==> config.mk <==
export PLATFORM = sky130hd
export DESIGN_NAME = ssc_spi_control
export DESIGN_NICKNAME = d
export VERILOG_FILES = /design/src/logic/ssc_pkg.sv /design/src/logic/ssc_spi_control.sv
export SDC_FILE = /design/constraint.sdc
export NUM_CORES = 1
export LEC_CHECK = 0
export BUFFER_PORTS_ARGS = -buffer_cell sky130_fd_sc_hd__buf_2
export CAP_MARGIN = 0
export CORE_UTILIZATION = 56
export DETAILED_ROUTE_END_ITERATION = 8
export PLACE_DENSITY_LB_ADDON = 0.12
export SYNTH_ARGS = -nofsm -noshare
export SYNTH_HDL_FRONTEND = slang
export SYNTH_SLANG_ARGS = --single-unit
==> constraint.sdc <==
create_clock -name i_core_clk -period 2 [get_ports i_core_clk]
set_clock_uncertainty 0.2 [all_clocks]
set_input_delay 0.3 -clock i_core_clk [delete_from_list [all_inputs] [get_ports i_core_clk]]
set_output_delay 0.3 -clock i_core_clk [all_outputs]
set_load 0.1 [all_outputs]
==> src/logic/ssc_pkg.sv <==
// shared constants and carrier types for the sixteen switch serial control block
package ssc_pkg;

  // ***************************************************************
  // sizes and field positions
  // ***************************************************************
  localparam int unsigned WORD_W        = 24;
  localparam int unsigned N_OUT         = 16;
  localparam int unsigned ANY_FAULT_BIT = 23;
  localparam int unsigned OV_FLAG_BIT   = 22;
  localparam int unsigned CMD_MSB       = 23;
  localparam int unsigned CMD_LSB       = 18;
  localparam int unsigned GSR_OV_BIT    = 16;
  localparam logic [5:0]  ZERO_PAD      = 6'h00;

  // ***************************************************************
  // command selector codes
  // ***************************************************************
  localparam logic [5:0] CMD_ONOFF   = 6'h00;
  localparam logic [5:0] CMD_OL_EN   = 6'h01;
  localparam logic [5:0] CMD_GSR     = 6'h02;
  localparam logic [5:0] CMD_PWM_SEL = 6'h04;

  // ***************************************************************
  // reset values
  // ***************************************************************
  localparam logic [N_OUT-1:0]  RST_OUTS  = 16'h0000;
  localparam logic [WORD_W-1:0] RST_WORD  = 24'h000000;
  localparam logic              RST_RETRY = 1'b0;

  // ***************************************************************
  // timing
  // ***************************************************************
  localparam int unsigned CLK_MHZ        = 250;
  localparam int unsigned OV_FILT_US     = 50;
  localparam int unsigned FAULT_MIN_US   = 100;
  localparam int unsigned FAULT_MAX_US   = 450;
  localparam int unsigned OV_FILT_CYC    = OV_FILT_US * CLK_MHZ;
  localparam int unsigned FAULT_FILT_CYC = FAULT_MIN_US * CLK_MHZ;
  localparam int unsigned FAULT_MAX_CYC  = FAULT_MAX_US * CLK_MHZ;
  localparam int unsigned CNT_W          = 17;

  // ***************************************************************
  // carriers
  // ***************************************************************
  typedef struct packed {
    logic cs_n;
    logic sclk;
    logic si;
  } ssc_spi_in_s;

  typedef struct packed {
    logic [N_OUT-1:0] short_on;
    logic [N_OUT-1:0] open_off;
  } ssc_diag_in_s;

endpackage : ssc_pkg

==> src/logic/ssc_spi_control.sv <==
// serial control, fault reporting and output gating of the sixteen low side switches
`timescale 1ns/1ps

// Behaviour
// - serial output driven only while selected
// - chip select rise latches and executes command
// - chip select fall loads fault word
// - clock and data ignored while deselected
// - serial input sampled on clock falling edge
// - next fault bit shifted out on rise
// - twenty four bits fill the command register
// - word: any fault, over voltage, zeros, outputs
// - one means faulted, zero means normal
// - both words most significant bit first
// - low logic supply holds reset, outputs off
// - reset input clears all, outputs off
// - filtered over voltage forces all outputs off
// - recovery restores or clears per retry bit
// - over voltage shutdown reports two flags
// - faults must persist before bit sets
// - new output state applied within limit
// - pwm input gates any selected outputs
// - bits 23..18 select command, 15..0 outputs
// - on/off command: one on, zero off
module ssc_spi_control #(
  parameter int unsigned OV_FILT_CYC    = ssc_pkg::OV_FILT_CYC,
  parameter int unsigned FAULT_FILT_CYC = ssc_pkg::FAULT_FILT_CYC
) (
  input  wire logic                       i_core_clk,
  input  wire logic                       i_rst_n,
  input  wire logic                       i_ce,
  input  wire logic                       i_logic_supply_ok,
  input  wire logic                       i_battery_ov,
  input  wire logic                       i_pwm,
  input  wire ssc_pkg::ssc_spi_in_s       i_spi,
  input  wire ssc_pkg::ssc_diag_in_s      i_diag,
  output logic                            o_so,
  output logic                            o_so_oe,
  output logic [ssc_pkg::N_OUT-1:0]       o_low_side_switches,
  output logic [ssc_pkg::N_OUT-1:0]       o_ol_cur_en
);

  localparam logic [ssc_pkg::CNT_W-1:0] OV_LIM  = ssc_pkg::CNT_W'(OV_FILT_CYC);
  localparam logic [ssc_pkg::CNT_W-1:0] FLT_LIM = ssc_pkg::CNT_W'(FAULT_FILT_CYC);
  localparam logic [ssc_pkg::CNT_W-1:0] CNT_ONE = 17'h00001;
  localparam logic [ssc_pkg::CNT_W-1:0] CNT_ZERO = 17'h00000;

  // ***************************************************************
  // reset and edge detection
  // ***************************************************************
  logic rst;
  logic cs_q_r;
  logic sclk_q_r;
  logic cs_fall;
  logic cs_rise;
  logic sclk_rise;
  logic sclk_fall;

  assign rst = ~i_rst_n | ~i_logic_supply_ok;

  // pins are synchronous to the core clock, so one stage of history finds the edges
  assign cs_fall   = cs_q_r & ~i_spi.cs_n;
  assign cs_rise   = ~cs_q_r & i_spi.cs_n;
  // clock edges count only while selected now and before; relies on a low clock at select
  // edges, so an edge coinciding with a select edge is dropped
  assign sclk_rise = ~sclk_q_r & i_spi.sclk & ~i_spi.cs_n & ~cs_q_r;
  assign sclk_fall = sclk_q_r & ~i_spi.sclk & ~i_spi.cs_n & ~cs_q_r;

  // ***************************************************************
  // state
  // ***************************************************************
  logic [ssc_pkg::WORD_W-1:0] sh_r;
  logic [ssc_pkg::WORD_W-1:0] sh_nxt;
  logic                       so_r;
  logic                       so_nxt;
  logic                       so_oe_r;
  logic                       so_oe_nxt;
  logic [ssc_pkg::N_OUT-1:0]  on_cmd_r;
  logic [ssc_pkg::N_OUT-1:0]  on_cmd_nxt;
  logic [ssc_pkg::N_OUT-1:0]  ol_en_r;
  logic [ssc_pkg::N_OUT-1:0]  ol_en_nxt;
  logic [ssc_pkg::N_OUT-1:0]  pwm_sel_r;
  logic [ssc_pkg::N_OUT-1:0]  pwm_sel_nxt;
  logic                       ov_retry_r;
  logic                       ov_retry_nxt;
  logic [ssc_pkg::CNT_W-1:0]  ov_cnt_r;
  logic [ssc_pkg::CNT_W-1:0]  ov_cnt_nxt;
  logic                       ov_shut_r;
  logic                       ov_shut_nxt;
  logic                       ov_flag_r;
  logic                       ov_flag_nxt;
  logic [ssc_pkg::N_OUT-1:0]  sw_r;
  logic [ssc_pkg::N_OUT-1:0]  sw_nxt;
  logic [ssc_pkg::N_OUT-1:0]  flt_r;
  logic [ssc_pkg::N_OUT-1:0]  flt_nxt;
  logic [ssc_pkg::WORD_W-1:0] status_word;
  logic [5:0]                 cmd_sel;

  assign status_word = {(ov_flag_r | (|flt_r)), ov_flag_r, ssc_pkg::ZERO_PAD, flt_r};
  assign cmd_sel     = sh_r[ssc_pkg::CMD_MSB:ssc_pkg::CMD_LSB];

  // ***************************************************************
  // serial shift register
  // ***************************************************************
  // one register serves both directions: data in at the bottom, data out at the top,
  // so beyond 24 clocks the received bits stream on to the next device in a chain
  always_comb begin
    sh_nxt    = sh_r;
    so_nxt    = so_r;
    so_oe_nxt = ~i_spi.cs_n;
    if (cs_fall) begin
      sh_nxt = status_word;
      so_nxt = 1'b0;
    end else begin
      if (sclk_rise) begin
        so_nxt = sh_r[ssc_pkg::WORD_W-1];
      end
      if (sclk_fall) begin
        sh_nxt = {sh_r[ssc_pkg::WORD_W-2:0], i_spi.si};
      end
    end
  end

  // ***************************************************************
  // command decode and over voltage
  // ***************************************************************
  always_comb begin
    on_cmd_nxt   = on_cmd_r;
    ol_en_nxt    = ol_en_r;
    pwm_sel_nxt  = pwm_sel_r;
    ov_retry_nxt = ov_retry_r;
    ov_cnt_nxt   = CNT_ZERO;
    ov_shut_nxt  = ov_shut_r;
    ov_flag_nxt  = ov_flag_r;
    if (cs_rise) begin
      unique case (cmd_sel)
        ssc_pkg::CMD_ONOFF:   on_cmd_nxt   = sh_r[ssc_pkg::N_OUT-1:0];
        ssc_pkg::CMD_OL_EN:   ol_en_nxt    = sh_r[ssc_pkg::N_OUT-1:0];
        ssc_pkg::CMD_GSR:     ov_retry_nxt = sh_r[ssc_pkg::GSR_OV_BIT];
        ssc_pkg::CMD_PWM_SEL: pwm_sel_nxt  = sh_r[ssc_pkg::N_OUT-1:0];
        default:              on_cmd_nxt   = on_cmd_r;
      endcase
    end
    if (i_battery_ov) begin
      ov_cnt_nxt = (ov_cnt_r < OV_LIM) ? ov_cnt_r + CNT_ONE : ov_cnt_r;
      if (ov_cnt_r >= OV_LIM - CNT_ONE) begin
        ov_shut_nxt = 1'b1;
      end
    end else if (ov_shut_r) begin
      ov_shut_nxt = 1'b0;
      if (!ov_retry_r) begin
        on_cmd_nxt = ssc_pkg::RST_OUTS;
      end
    end
    // the flag is cleared once it has been captured for reporting; a shutdown still
    // standing sets it again and wins over that clear
    if (cs_fall) begin
      ov_flag_nxt = 1'b0;
    end
    if (ov_shut_r || ov_shut_nxt) begin
      ov_flag_nxt = 1'b1;
    end
  end

  // ***************************************************************
  // output gating
  // ***************************************************************
  always_comb begin
    // registered once, so a command reaches the switches two cycles after select rises
    sw_nxt = on_cmd_r & (~pwm_sel_r | {ssc_pkg::N_OUT{i_pwm}});
    if (ov_shut_r) begin
      sw_nxt = ssc_pkg::RST_OUTS;
    end
  end

  // ***************************************************************
  // fault persistence filters
  // ***************************************************************
  // the filter length sits at the low end of the window; the master must still wait
  // out the long end before trusting a read
  for (genvar g = 0; g < ssc_pkg::N_OUT; g++) begin : g_flt
    logic [ssc_pkg::CNT_W-1:0] cnt_r;
    logic [ssc_pkg::CNT_W-1:0] cnt_nxt;
    logic                      raw;

    assign raw = sw_r[g] ? i_diag.short_on[g] : i_diag.open_off[g];

    always_comb begin
      cnt_nxt    = CNT_ZERO;
      flt_nxt[g] = 1'b0;
      if (raw) begin
        cnt_nxt    = (cnt_r < FLT_LIM) ? cnt_r + CNT_ONE : cnt_r;
        flt_nxt[g] = (cnt_r >= FLT_LIM - CNT_ONE);
      end
    end

    always_ff @(posedge i_core_clk) begin
      if (rst) begin
        cnt_r    <= CNT_ZERO;
        flt_r[g] <= 1'b0;
      end else if (i_ce) begin
        cnt_r    <= cnt_nxt;
        flt_r[g] <= flt_nxt[g];
      end
    end
  end

  // ***************************************************************
  // registers: edge history
  // ***************************************************************
  // history resets to an idle bus, so a select already low at reset release
  // still shows up as a fresh falling edge
  always_ff @(posedge i_core_clk) begin
    if (rst) begin
      cs_q_r   <= 1'b1;
      sclk_q_r <= 1'b0;
    end else if (i_ce) begin
      cs_q_r   <= i_spi.cs_n;
      sclk_q_r <= i_spi.sclk;
    end
  end

  // ***************************************************************
  // registers: serial shift
  // ***************************************************************
  always_ff @(posedge i_core_clk) begin
    if (rst) begin
      sh_r    <= ssc_pkg::RST_WORD;
      so_r    <= 1'b0;
      so_oe_r <= 1'b0;
    end else if (i_ce) begin
      sh_r    <= sh_nxt;
      so_r    <= so_nxt;
      so_oe_r <= so_oe_nxt;
    end
  end

  // ***************************************************************
  // registers: command and over voltage
  // ***************************************************************
  always_ff @(posedge i_core_clk) begin
    if (rst) begin
      on_cmd_r   <= ssc_pkg::RST_OUTS;
      ol_en_r    <= ssc_pkg::RST_OUTS;
      pwm_sel_r  <= ssc_pkg::RST_OUTS;
      ov_retry_r <= ssc_pkg::RST_RETRY;
      ov_cnt_r   <= CNT_ZERO;
      ov_shut_r  <= 1'b0;
      ov_flag_r  <= 1'b0;
    end else if (i_ce) begin
      on_cmd_r   <= on_cmd_nxt;
      ol_en_r    <= ol_en_nxt;
      pwm_sel_r  <= pwm_sel_nxt;
      ov_retry_r <= ov_retry_nxt;
      ov_cnt_r   <= ov_cnt_nxt;
      ov_shut_r  <= ov_shut_nxt;
      ov_flag_r  <= ov_flag_nxt;
    end
  end

  // ***************************************************************
  // registers: output gating
  // ***************************************************************
  // a stalled core holds the switches where they are rather than dropping them
  always_ff @(posedge i_core_clk) begin
    if (rst) begin
      sw_r <= ssc_pkg::RST_OUTS;
    end else if (i_ce) begin
      sw_r <= sw_nxt;
    end
  end

  assign o_so                = so_r;
  assign o_so_oe             = so_oe_r;
  assign o_low_side_switches = sw_r;
  assign o_ol_cur_en         = ol_en_r;

endmodule : ssc_spi_control

* After elaboration in Yosys (flattened, before gate mapping)
Cells that the tools add are included.
Operators by class: $add $sub $neg 17, $lt $le $gt $ge 34, equality and inequality tests 20, mux-type cells 80, bitwise logic cells 19, reduce and logical (&&, ||, !) cells 29
Operator list (number):
- $mux 17 | 34
- $add 17x1->17 const B | 17
- $ge 17x15->1 const B | 16
- $lt 17x15->1 const B | 16
- $mux 16 | 6
- $mux 24 | 2
- $reduce_and 2->1 | 20
- $mux 1 | 38
- $ne 2x1->1 const B | 17
- $ge 17x14->1 const B | 1
- $lt 17x14->1 const B | 1
- $and 16x16->16 | 1
- $not 16->16 | 1
- $or 16x16->16 | 1
- $reduce_or 16->1 | 1
- $reduce_and 3->1 | 3
- $and 1x1->1 | 8
- $eq 6x1->1 const B | 1
- $eq 6x2->1 const B | 1
- $eq 6x3->1 const B | 1
- $logic_not 6->1 | 1
- $not 1->1 | 6
- $reduce_bool 2->1 | 3
- $or 1x1->1 | 2
- $logic_or 1x1->1 | 1
Storage, ports and cells: register bits 400, input port bits 41, output and inout bits 34, word-level logic and storage cells 244

* Longest topological paths before layout
Gate-level depths: netlist of the first run.
depth after elaboration 6, mapped depth 8, gate-level depth less buffers 6

* Least setup slack after synthesis of the first run
No wires, ideal clock.
path kind register to register, start point reg sw_r, in the netlist o_low_side_switches[13], end point reg g_flt[13].cnt_r[7] in the netlist's numbering, library setup time 72 ps, arrival 2456 ps, required time 1728 ps, path slack -728 ps, stages on the path, launching flop included 6, buffers on the path 0, clock period less this slack 2728 ps, cells stage by stage dfxtp_1 > mux2i_2 > a211oi_1 > or3_4 > or4_1 > a21oi_1
On the way: cells in the longest elaborated chain, start to end 3, elaborated cells on any way between the ends 4, those cells by class eq/ne (1); mux (2); reduce/logical (1)
Ends and longest elaborated chain:
- from (decl) | line ssc_spi_control.sv:92 | logic [ssc_pkg::N_OUT-1:0] sw_r;
- from (signal assigned) | line ssc_spi_control.sv:267 | sw_r <= ssc_pkg::RST_OUTS;
- from (signal assigned) | line ssc_spi_control.sv:269 | sw_r <= sw_nxt;
- $mux 1 (*) | line ssc_spi_control.sv:186 | assign raw = sw_r[g] ? i_diag.short_on[g] : i_diag.open_off[g];
- $ne 2x1->1 (no line)
- $reduce_and 2->1 (no line)
- to (signal assigned) | line ssc_spi_control.sv:202 | cnt_r <= cnt_nxt;
- to (decl) | line ssc_spi_control.sv:182 | logic [ssc_pkg::CNT_W-1:0] cnt_r;
Every way passes the cells marked *; elsewhere a longest branch is shown, timed or not. A chain may end at the register's enable or synchronous reset.

* Worst setup path in the final report of the first run
start point reg g_flt[4].cnt_r[9] in the netlist's numbering, end point reg g_flt[4].cnt_r[13] in the netlist's numbering
On the way: cells in the longest elaborated chain, start to end 3, elaborated cells on any way between the ends 6, those cells by class add/sub (1); order compare (1); eq/ne (1); mux (2); reduce/logical (1)
Ends and longest elaborated chain:
- from (decl) | line ssc_spi_control.sv:182
- from (signal assigned) | line ssc_spi_control.sv:202
- $add 17x1->17 / $lt 17x15->1 (equally long branches) | line ssc_spi_control.sv:192 | cnt_nxt = (cnt_r < FLT_LIM) ? cnt_r + CNT_ONE : cnt_r;
- $mux 17 / $ne 2x1->1 (equally long branches)
- $mux 17 / $reduce_and 2->1 (equally long branches)
Several ways; a longest one is shown, not always the timed one. The select of a mux whose other input is x is not followed.

==> impl_metrics.py, run 1 <==
metrics = {
    "clock_tree": {
        "cts.clk_slew.worst_paths_ns": 0.06,
        "cts_htree_levels": 2,
        "cts_made_buffers": 43,
        "ctsRootBufferMaster": "sky130_fd_sc_hd__clkbuf_16",
        "sink_count": 400,
        "maximum_buffer_depth_of_the_clock_tree": 3,
        "clock_network_latency_to_the_later_pin_of_the_worst_skew_pair_ns": 0.58,
        "tritoncts": "yes",
    },
    "power": {
        "share_seq_of_total_power": 0.458,
        "internal-power_mw": 13.4,
        "share_comb_of_total_power": 0.064,
        "cellLeakagePower_nw": 9.41,
        "proportion_of_total_power_due_to_net_switching": 0.233,
        "power.ir.vdd_worst_mv": 0.714,
        "pwr_density_cell_nw_per_um2": 674,
        "power_switching_mw": 4.07,
        "share_clk_of_total_power": 0.479,
        "total_power_mw": 17.5,
    },
    "logic_synthesis": {
        "yosys_warnings": 0,
        "synth_top_cells_by_count": "sky130_fd_sc_hd__dfxtp_1, sky130_fd_sc_hd__nor2_1, sky130_fd_sc_hd__nand2_1",
        "yosysUniqueCellTypes": 90,
        "synth_sequential_area_ratio": 0.413,
        "synthesis.area_per_instance_um2": 8.40,
        "synth_seq_cells": 400,
        "synth.cell_area_um2": 19400,
        "yosysTopAreaCell": "sky130_fd_sc_hd__dfxtp_1",
        "synth_edf_count": 0,
        "synth-async-reset-ratio": 0,
        "ys.flop_type": "sky130_fd_sc_hd__dfxtp_1",
        "post-synth-top-area-fraction": 0.413,
        "synth_area_leaders": "sky130_fd_sc_hd__dfxtp_1, sky130_fd_sc_hd__mux2i_1, sky130_fd_sc_hd__nor2_1, sky130_fd_sc_hd__a21oi_1, sky130_fd_sc_hd__nand2_1",
        "post_synth_inst_count": 2307,
        "synth.most_common_cell": "sky130_fd_sc_hd__dfxtp_1",
        "postSynthNetCount": 2365,
    },
    "detailed_routing": {
        "post_route_wl_um": 56900,
        "detail-route-antenna-nets": 0,
        "routed_via_density": 6.16,
        "firstDrtPassIters": 5,
        "wl_per_cell_um": 17.7,
        "route.vias.total": 19900,
        "remaining_drc_errors": 0,
        "drt_iter0_markers": 1596,
    },
    "sta": {
        "post-route-min-period_ns": 2.15,
        "final.setup.worst_slack_ns": -0.154,
        "final-setup-viol-count": 44,
        "timing_worst_slew_pin_value_ns": 0.713,
        "rsz_0062_raised_after_global_routing": "yes",
        "final_min_period_over_clock_period": 1.08,
        "finalHoldViolations": 0,
        "slew_headroom": 0.525,
        "finalMaxSlewViolations": 0,
        "fmax_mhz": 464,
    },
    "critical_path": {
        "critPathCaptureType": "flop",
        "r2r_setup_slack_ns": -0.15,
        "crit_path_start_kind": "flop",
        "worst_r2r_endpoint": "g_flt[4].cnt_r[13]$_SDFFE_PP0P_",
        "timing_worst_setup_path_type": "flop to flop",
        "path_max_fanout": 8,
        "critPathArrivalTime_ns": 2.44,
        "cp_data_required_time_ns": 2.29,
        "r2r_cells": 6,
        "critical_path.reg2reg.startpoint": "g_flt[4].cnt_r[9]$_SDFFE_PP0P_",
    },
    "finish": {
        "flow.area_growth_from_synthesis_pct": 34.0,
        "finish.utilization": 0.769,
        "finish.instance_area_um2": 26000,
        "layout.filler_cells": 2316,
        "multi_input_comb_area_um2": 12000,
        "finish.net_count": 2797,
        "area.sequential_um2": 8110,
        "layoutNonFillerInstCount": 3222,
        "layout-drive-gt1-share": 0.292,
    },
    "placement": {
        "dpl_worst_slack_ns": -0.504,
        "hpwl_um": 37100,
        "weighted_congestion_reported_at_the_end_of_routability_driven_placement": 0.905,
        "numPlacedInstances": 3080,
        "dpl_cell_area_um2": 22800,
        "placement.io_buffers": 74,
    },
    "hold_path": {
        "hold_depth": 4,
        "timing.hold.worst_endpoint": "g_flt[12].cnt_r[1]$_SDFFE_PP0P_",
        "holdCritPathClass": "input pin to flop",
        "hold_path.startpoint": "i_diag[12]",
    },
    "die": {
        "die_w_um": 188,
        "chipHeight_um": 188,
        "ioPinCount": 75,
        "start_util": 0.573,
        "floorplan.die_area_um2": 35300,
        "floorplan.rows": 67,
        "placeableCoreArea_um2": 33800,
    },
    "run": {
        "drv_cap": 0,
    },
    "global_routing": {
        "global_route_usage_over_all_layers": 0.297,
        "grt_pass1_vias": 18600,
        "initial_antenna_violation_count": 2,
        "grt_pass1_wl_um": 88300,
        "grt-ovfl-total": 0,
        "largest_net_degree_at_the_start_of_global_routing": 48,
    },
    "status": {
        "run_status": "finished, violations left",
        "failed_checks": "negative setup slack",
    },
}
## routing by layer
metal  routed length (um)  GRT usage  part of all wire  vias up
li1                     -          -                 -     9525
met1                24600      0.384              0.43     9503
met2                27100      0.492              0.48      697
met3                 3540     0.0490             0.062      132
met4                 1700      0.117             0.030        0
met5                    0          0                 0        -
## kinds of logic after synthesis
logic type      share of synthesized area
buf+inv                            0.0295
xor+xnor                           0.0131
mux                                0.0587
simple gates                        0.273
flops                               0.413
fa+ha+maj                          0.0110
compound gates                      0.201
## layout by cell type (no fill, tap or decap), types with 18 or more instances in the layout
cell                          n
sky130_fd_sc_hd__buf_4      368
sky130_fd_sc_hd__xnor2_1     20
sky130_fd_sc_hd__or4_4       19
sky130_fd_sc_hd__nand2_1    205
sky130_fd_sc_hd__a21o_1      18
sky130_fd_sc_hd__a31oi_1     31
sky130_fd_sc_hd__dfxtp_2     25
sky130_fd_sc_hd__nor3_1      25
sky130_fd_sc_hd__mux2i_1     97
sky130_fd_sc_hd__o21a_1      18
sky130_fd_sc_hd__o211ai_1    23
sky130_fd_sc_hd__dfxtp_4     20
sky130_fd_sc_hd__buf_2       70
sky130_fd_sc_hd__nor2_1     248
sky130_fd_sc_hd__nand4_1     59
sky130_fd_sc_hd__and2_1      44
sky130_fd_sc_hd__buf_6       30
sky130_fd_sc_hd__or4_1       38
sky130_fd_sc_hd__inv_1       33
sky130_fd_sc_hd__and3_1      34
sky130_fd_sc_hd__nand3_1    109
sky130_fd_sc_hd__or3_1       59
sky130_fd_sc_hd__a211oi_1    31
sky130_fd_sc_hd__a21oi_2     41
sky130_fd_sc_hd__a21oi_1    135
sky130_fd_sc_hd__dfxtp_1    355
sky130_fd_sc_hd__a32oi_1     20
sky130_fd_sc_hd__o31ai_1     34
sky130_fd_sc_hd__clkbuf_16   45
sky130_fd_sc_hd__nand2b_1    38
sky130_fd_sc_hd__o21ai_0    111
## power by group through the flow
stage	clock network (mW)	logic [mW]	registers (mW)
after floorplan	0	0.495	8.19
after global placement	0	0.911	8.19
after detailed placement	0	0.935	8.19
after CTS	8.47	0.996	8.01
after global routing	8.82	1.19	8.01
final	8.37	1.11	8.01
## final cells by class
class,count,area share
inverters,34,0.00492
flip-flops and latches,400,0.313
diodes,1,0.0000964
clock inverters,18,0.00810
multi-input cells,1778,0.462
clock buffers,61,0.0492
well taps,448,0.0216
repair buffers,482,0.141
## worst max-delay path, cell delays in order (launching register included)
cell and delay [ns]:
sky130_fd_sc_hd__dfxtp_2 0.33, sky130_fd_sc_hd__nor4_4 0.26, sky130_fd_sc_hd__buf_4 0.15, sky130_fd_sc_hd__o211ai_1 0.15, sky130_fd_sc_hd__a21o_4 0.30, sky130_fd_sc_hd__or4_4 0.52, sky130_fd_sc_hd__a21oi_2 0.16
## flip-flops by register name, summed over array words and instances (netlist names)
name                 count
cs_q_r                   1
flt_r                   16
g_flt.cnt_r            272
o_low_side_switches     16
o_ol_cur_en             16
o_so                     1
o_so_oe                  1
on_cmd_r                16
ov_cnt_r                17
ov_flag_r                1
ov_retry_r               1
ov_shut_r                1
pwm_sel_r               16
sclk_q_r                 1
sh_r                    24
## timing repair
item | in CTS | in global routing
setup buffers | 20 | 30
hold endpoints to repair | 8 | 0
pin swaps | 42 | 117
gates resized for setup | 59 | 214
hold buffers | 5 | 0
endpoints found under the setup margin | 117 | 156
gates cloned | 2 | 7
## worst max-delay path by stage
stage,startpoint,to,cells past startpoint
after CTS,g_flt[4].cnt_r[12]$_SDFFE_PP0P_,g_flt[4].cnt_r[2]$_SDFFE_PP0P_,8
final,g_flt[4].cnt_r[9]$_SDFFE_PP0P_,g_flt[4].cnt_r[13]$_SDFFE_PP0P_,6
after detailed placement,g_flt[8].cnt_r[13]$_SDFFE_PP0P_,g_flt[8].cnt_r[6]$_SDFFE_PP0P_,6
after global placement,g_flt[8].cnt_r[13]$_SDFFE_PP0P_,g_flt[8].cnt_r[8]$_SDFFE_PP0P_,6
after floorplan,o_low_side_switches[13]$_SDFFE_PP0P_,g_flt[13].cnt_r[8]$_SDFFE_PP0P_,5
after global routing,g_flt[4].cnt_r[9]$_SDFFE_PP0P_,g_flt[4].cnt_r[13]$_SDFFE_PP0P_,6
## stage by stage
stage | hold WS (ns) | TNS [ns]
5_1_grt | 0.0309 | -8.37
3_5_place_dp | 0.243 | -31.61
3_3_place_gp | 0.237 | -21.30
4_1_cts | 0.00497 | -0.677
2_1_floorplan | 0.225 | -0.658
6_report | 0.0245 | -2.37
(Power assumes the default switching activity.)
==> run 2, diff against run 1 <==
CORE_UTILIZATION = 60   (was 56)
SETUP_SLACK_MARGIN = 0.15   (was default)
clock period = 2.3 ns   (was 2 ns; I/O delays follow)
==> run 2 against run 1 <==
Effect of this change:
- the run now ends clean
- first-iteration DRC count down 17%
- worst setup slack better by 0.34 ns
- power down 13%
- register-to-register slack better by 0.34 ns
- final area down 10%
- maximum frequency up 1.7%
- routed wire length down 11%
- non-clock buffer count down 224
- combinational power down 29%
- clock power down 10%
- final cell count down 8.5%
- global-route usage down 0.11 points
- critical path type unchanged
- highest routed layer unchanged
==> impl_metrics.py, run 2 (synthesized netlist as in run 1, its figures left out) <==
metrics = {
    "clock_tree": {
        "ctsRootBufferMaster": "sky130_fd_sc_hd__clkbuf_16",
        "maximum_buffer_depth_of_the_clock_tree": 3,
        "clock_network_latency_to_the_later_pin_of_the_worst_skew_pair_ns": 0.54,
        "cts.clk_slew.worst_paths_ns": 0.06,
        "cts_htree_levels": 2,
        "cts_made_buffers": 44,
        "sink_count": 400,
        "tritoncts": "yes",
    },
    "sta": {
        "finalHoldViolations": 0,
        "timing.setup.tns_ns": 0,
        "rsz_0062_raised_after_global_routing": "yes",
        "timing_worst_slew_pin_value_ns": 0.729,
        "final.setup.worst_slack_ns": 0.181,
        "finalMaxSlewViolations": 0,
        "final-setup-viol-count": 0,
        "post-route-min-period_ns": 2.12,
        "final_min_period_over_clock_period": 0.921,
        "fmax_mhz": 472,
        "slew_headroom": 0.514,
    },
    "finish": {
        "layout.filler_cells": 2410,
        "layout-drive-gt1-share": 0.173,
        "registers.top_by_ff_count": "g_flt.cnt_r",
        "flow.area_growth_from_synthesis_pct": 20.3,
        "layout.cells.most_common": "sky130_fd_sc_hd__dfxtp_1",
        "insertedDiodeCount": 0,
        "biggest_regs": "g_flt.cnt_r: 272 flops, sh_r: 24 flops, ov_cnt_r: 17 flops",
        "layoutNonFillerInstCount": 2947,
        "mostFrequentLayoutCells": "sky130_fd_sc_hd__dfxtp_1, sky130_fd_sc_hd__nor2_1, sky130_fd_sc_hd__nand2_1",
        "finish.net_count": 2570,
        "largest_register_ff_count": 272,
    },
    "die": {
        "ioPinCount": 75,
        "placeableCoreArea_um2": 31600,
        "start_util": 0.612,
        "die_w_um": 182,
        "floorplan.die_area_um2": 33000,
        "floorplan.rows": 65,
        "chipHeight_um": 182,
    },
    "placement": {
        "dpl_worst_slack_ns": -0.206,
        "placement.io_buffers": 74,
        "weighted_congestion_reported_at_the_end_of_routability_driven_placement": 0.916,
        "hpwl_um": 34500,
        "numPlacedInstances": 2844,
    },
    "detailed_routing": {
        "top_signal_layer_used": "met4",
        "route.met2.wl_um": 23600,
        "firstDrtPassIters": 5,
        "m1WireLength_um": 22300,
        "wl_per_cell_um": 17.1,
        "route.vias.total": 18600,
        "met3RoutedLength_um": 2920,
        "remaining_drc_errors": 0,
        "detail-route-antenna-nets": 0,
        "routed_via_density": 6.32,
        "drt_iter0_markers": 1329,
        "post_route_wl_um": 50500,
    },
    "critical_path": {
        "critical_path.endpoint": "g_flt[13].cnt_r[7]$_SDFFE_PP0P_",
        "crit_path_start_kind": "flop",
        "worst_r2r_endpoint": "g_flt[13].cnt_r[7]$_SDFFE_PP0P_",
        "r2r_setup_slack_ns": 0.18,
        "cp_data_required_time_ns": 2.57,
        "critPathCaptureType": "flop",
        "path_max_fanout": 5,
        "r2r_cells": 5,
        "worst_setup_path_startpoint": "o_low_side_switches[13]$_SDFFE_PP0P_",
        "critPathArrivalTime_ns": 2.39,
        "critical_path.reg2reg.startpoint": "o_low_side_switches[13]$_SDFFE_PP0P_",
        "timing_worst_setup_path_type": "flop to flop",
    },
    "global_routing": {
        "grt-ovfl-total": 0,
        "global_route_usage_over_all_layers": 0.296,
        "initial_antenna_violation_count": 0,
        "largest_net_degree_at_the_start_of_global_routing": 42,
        "grt_pass1_vias": 17300,
        "grt_pass1_wl_um": 82600,
    },
    "hold_path": {
        "holdCritPathClass": "input pin to flop",
    },
    "power": {
        "pwr_density_cell_nw_per_um2": 656,
        "cellLeakagePower_nw": 8.13,
        "power.ir.vdd_worst_mv": 0.576,
    },
    "status": {
        "run_status": "completed",
    },
    "run": {
        "drv_cap": 0,
    },
}
==> run 2: where the power goes <==
group / switching [mW] / total (mW) / internal (mW) / leakage [nW]
sequential: 0.0373 / 6.98 / 6.94 / 3.24
combinational: 0.490 / 0.787 / 0.296 / 4.13
clock: 2.81 / 7.51 / 4.69 / 0.758
total: 3.34 / 15.3 / 11.9 / 8.13
==> run 2: worst min path at each step <==
stage                                       to                       startpoint  slack [ns]  cells after the start
6_report        g_flt[5].cnt_r[1]$_SDFFE_PP0P_                          i_rst_n        0.03                      3
3_5_place_dp   g_flt[7].cnt_r[14]$_SDFFE_PP0P_  g_flt[7].cnt_r[14]$_SDFFE_PP0P_        0.24                      1
2_1_floorplan  g_flt[0].cnt_r[14]$_SDFFE_PP0P_  g_flt[0].cnt_r[14]$_SDFFE_PP0P_        0.22                      2
4_1_cts         g_flt[5].cnt_r[1]$_SDFFE_PP0P_                          i_rst_n        0.02                      3
5_1_grt         g_flt[5].cnt_r[1]$_SDFFE_PP0P_                          i_rst_n        0.03                      3
3_3_place_gp   g_flt[7].cnt_r[14]$_SDFFE_PP0P_  g_flt[7].cnt_r[14]$_SDFFE_PP0P_        0.23                      1
==> run 2: area by class of cell <==
| cell class | count | area, um2 | share of cell area |
|---|---|---|---|
| timing repair buffer | 258 | 1860 | 0.0797 |
| sequential | 400 | 8060 | 0.346 |
| inverter | 34 | 128 | 0.00548 |
| tap | 402 | 503 | 0.0216 |
| clock inverter | 16 | 263 | 0.0113 |
| clock buffer | 63 | 1290 | 0.0556 |
| multi-input combinational | 1774 | 11200 | 0.480 |
==> run 2: metal layers <==
layer  up-vias  track usage
li1       9022            -
met1      8916        0.393
met2       561        0.488
met3       124       0.0411
met4         0        0.110
met5         -            0
==> run 2: metrics by stage <==
step / hold WS (ns) / power, mW / utilization / cell area [um2]
3_5_place_dp: 0.242 / 7.87 / 0.671 / 21200
6_report: 0.0270 / 15.3 / 0.736 / 23300
3_3_place_gp: 0.233 / 7.85 / 0.671 / 21200
5_1_grt: 0.0300 / 15.8 / 0.736 / 23300
2_1_floorplan: 0.225 / 7.55 / - / 19500
4_1_cts: 0.0162 / 15.4 / 0.724 / 22900
==> run 2: what timing repair did <==
item,CTS,global route
setup endpoints to repair,53,118
hold buffers,3,0
cloned,0,3
endpoints found under the hold margin,4,0
setup buffers,4,14
resized for setup,12,54
pin swaps,1,27
==> run 2: worst max-delay path, stage by stage, from the launching register on <==
cell	delay, ns
sky130_fd_sc_hd__dfxtp_4	0.40
sky130_fd_sc_hd__mux2i_4	0.32
sky130_fd_sc_hd__a211oi_2	0.09
sky130_fd_sc_hd__or3_4	0.43
sky130_fd_sc_hd__or4_4	0.49
sky130_fd_sc_hd__a21oi_2	0.12
==> run 3, diff against run 2 <==
CORE_UTILIZATION = 30   (was 60)
==> run 3 against run 2 <==
Effect of this change:
- combinational power rose by 8.5%
- worst hold slack improved by 0.018 ns
- clock power rose by 4.9%
- routed wire length rose by 11%
- power rose by 2.9%
- non-clock buffer count rose by 32
- die area rose by 99%
- sequential cell count did not move
- first-iteration DRC count fell by 30%
- largest power group unchanged
==> impl_metrics.py, run 3 (synthesized netlist as in run 1, its figures left out) <==
metrics = {
    "critical_path": {
        "path_max_fanout": 6,
        "cp_data_required_time_ns": 2.62,
        "timing_worst_setup_path_type": "flop to flop",
        "crit_path_start_kind": "flop",
        "critPathCaptureType": "flop",
        "r2r_setup_slack_ns": 0.15,
        "critPathArrivalTime_ns": 2.47,
    },
    "detailed_routing": {
        "routed_via_density": 5.27,
        "post_route_wl_um": 56000,
        "route.vias.total": 18100,
        "remaining_drc_errors": 0,
        "wl_per_cell_um": 16.3,
        "detail-route-antenna-nets": 0,
        "firstDrtPassIters": 5,
        "drt_iter0_markers": 935,
    },
    "status": {
        "run_status": "completed",
    },
    "finish": {
        "layout.cells.most_common": "sky130_fd_sc_hd__dfxtp_1",
        "layout-drive-gt1-share": 0.195,
        "flow.area_growth_from_synthesis_pct": 25.9,
        "mostFrequentLayoutCells": "sky130_fd_sc_hd__dfxtp_1, sky130_fd_sc_hd__nor2_1, sky130_fd_sc_hd__nand2_1",
        "finish.instance_area_um2": 24400,
        "finish.net_count": 2604,
        "registers.top_by_ff_count": "g_flt.cnt_r",
        "layout.filler_cells": 6477,
        "largest_register_ff_count": 272,
        "insertedDiodeCount": 0,
        "biggest_regs": "g_flt.cnt_r: 272 flops, sh_r: 24 flops, ov_cnt_r: 17 flops",
    },
    "die": {
        "placeableCoreArea_um2": 63400,
        "ioPinCount": 75,
        "floorplan.die_area_um2": 65600,
        "start_util": 0.305,
        "floorplan.rows": 92,
        "chipHeight_um": 256,
        "die_w_um": 256,
    },
    "power": {
        "share_clk_of_total_power": 0.502,
        "internal-power_mw": 12.1,
        "cellLeakagePower_nw": 8.39,
        "pwr_density_cell_nw_per_um2": 644,
        "share_comb_of_total_power": 0.054,
        "power.ir.vdd_worst_mv": 0.489,
        "share_seq_of_total_power": 0.444,
        "proportion_of_total_power_due_to_net_switching": 0.231,
        "power_switching_mw": 3.63,
    },
    "sta": {
        "finalMaxSlewViolations": 0,
        "hold_slack_ns": 0.0453,
        "fmax_mhz": 465,
        "finalHoldViolations": 0,
        "timing.setup.tns_ns": 0,
        "final_min_period_over_clock_period": 0.934,
        "rsz_0062_raised_after_global_routing": "yes",
        "slew_headroom": 0.533,
        "final-setup-viol-count": 0,
        "post-route-min-period_ns": 2.15,
        "timing_worst_slew_pin_value_ns": 0.700,
    },
    "clock_tree": {
        "cts_htree_levels": 2,
        "clock_network_latency_to_the_later_pin_of_the_worst_skew_pair_ns": 0.59,
        "cts_made_buffers": 48,
        "ctsRootBufferMaster": "sky130_fd_sc_hd__clkbuf_16",
        "cts.clk_slew.worst_paths_ns": 0.06,
        "tritoncts": "yes",
        "maximum_buffer_depth_of_the_clock_tree": 3,
        "sink_count": 400,
    },
    "global_routing": {
        "grt-ovfl-total": 0,
        "grt_pass1_wl_um": 91100,
        "initial_antenna_violation_count": 1,
        "largest_net_degree_at_the_start_of_global_routing": 42,
        "global_route_usage_over_all_layers": 0.167,
        "grt_pass1_vias": 17300,
    },
    "placement": {
        "weighted_congestion_reported_at_the_end_of_routability_driven_placement": 0.819,
        "dpl_cell_area_um2": 22100,
        "placement.io_buffers": 74,
        "hpwl_um": 39300,
    },
    "run": {
        "drv_cap": 0,
    },
    "hold_path": {
        "holdCritPathClass": "input pin to flop",
    },
}
run 3: area by class of cell:
type / instances / area (um2) / area share
clock buffer: 73 / 1460 / 0.0597
clock inverter: 16 / 190 / 0.00780
inverter: 34 / 128 / 0.00523
multi-input combinational: 1772 / 11200 / 0.461
sequential: 400 / 8070 / 0.331
tap: 846 / 1060 / 0.0434
timing repair buffer: 290 / 2260 / 0.0925
run 3: timing repair:
action,CTS,global route
gates cloned,3,0
setup endpoints to repair,49,93
setup buffers,8,10
pin swaps,12,31
resized for setup,18,77
hold buffers,3,0
endpoints found under the hold margin,4,0
run 3: metrics by stage:
step | setup WS (ns) | power [mW] | utilization | instances
finish | 0.151 | 15.7 | 0.385 | 3431
global route | 0.0623 | 16.4 | 0.385 | 3431
CTS | 0.0930 | 16.0 | 0.379 | 3421
detailed placement | -0.0791 | 7.95 | 0.349 | 3318
global placement | -0.0385 | 7.94 | 0.349 | 3318
floorplan | 0.0363 | 7.55 | - | 2307
run 3: power by group through the flow:
stage | clock (mW) | sequential, mW | combinational [mW]
floorplan | 0 | 7.12 | 0.421
global placement | 0 | 7.13 | 0.805
detailed placement | 0 | 7.13 | 0.812
finish | 7.88 | 6.98 | 0.854
global route | 8.46 | 6.98 | 0.933
CTS | 8.17 | 6.98 | 0.851
run 3: layer usage:
layer  vias up  routed length [um]  GRT usage
li1       9105                   -          -
met1      8614               26900      0.224
met2       278               25800      0.274
met3        76                1980     0.0249
met4         0                1350     0.0526
met5         -                   0          0
run 3: final timing paths:
kind,to,startpoint,cells after the start
hold reg to reg,sh_r[17]$_SDFFE_PP0P_,sh_r[17]$_SDFFE_PP0P_,2
hold / removal,g_flt[11].cnt_r[1]$_SDFFE_PP0P_,i_rst_n,3
setup reg to reg,g_flt[4].cnt_r[9]$_SDFFE_PP0P_,g_flt[4].cnt_r[9]$_SDFFE_PP0P_,7
setup / recovery,g_flt[4].cnt_r[9]$_SDFFE_PP0P_,g_flt[4].cnt_r[9]$_SDFFE_PP0P_,7
run 3: worst max-delay path: stages (launching register included):
cell	delay, ns
sky130_fd_sc_hd__dfxtp_2	0.35
sky130_fd_sc_hd__nor4_4	0.25
sky130_fd_sc_hd__buf_4	0.15
sky130_fd_sc_hd__o211ai_1	0.11
sky130_fd_sc_hd__a21o_2	0.28
sky130_fd_sc_hd__buf_12	0.15
sky130_fd_sc_hd__or4_4	0.48
sky130_fd_sc_hd__a21oi_2	0.12
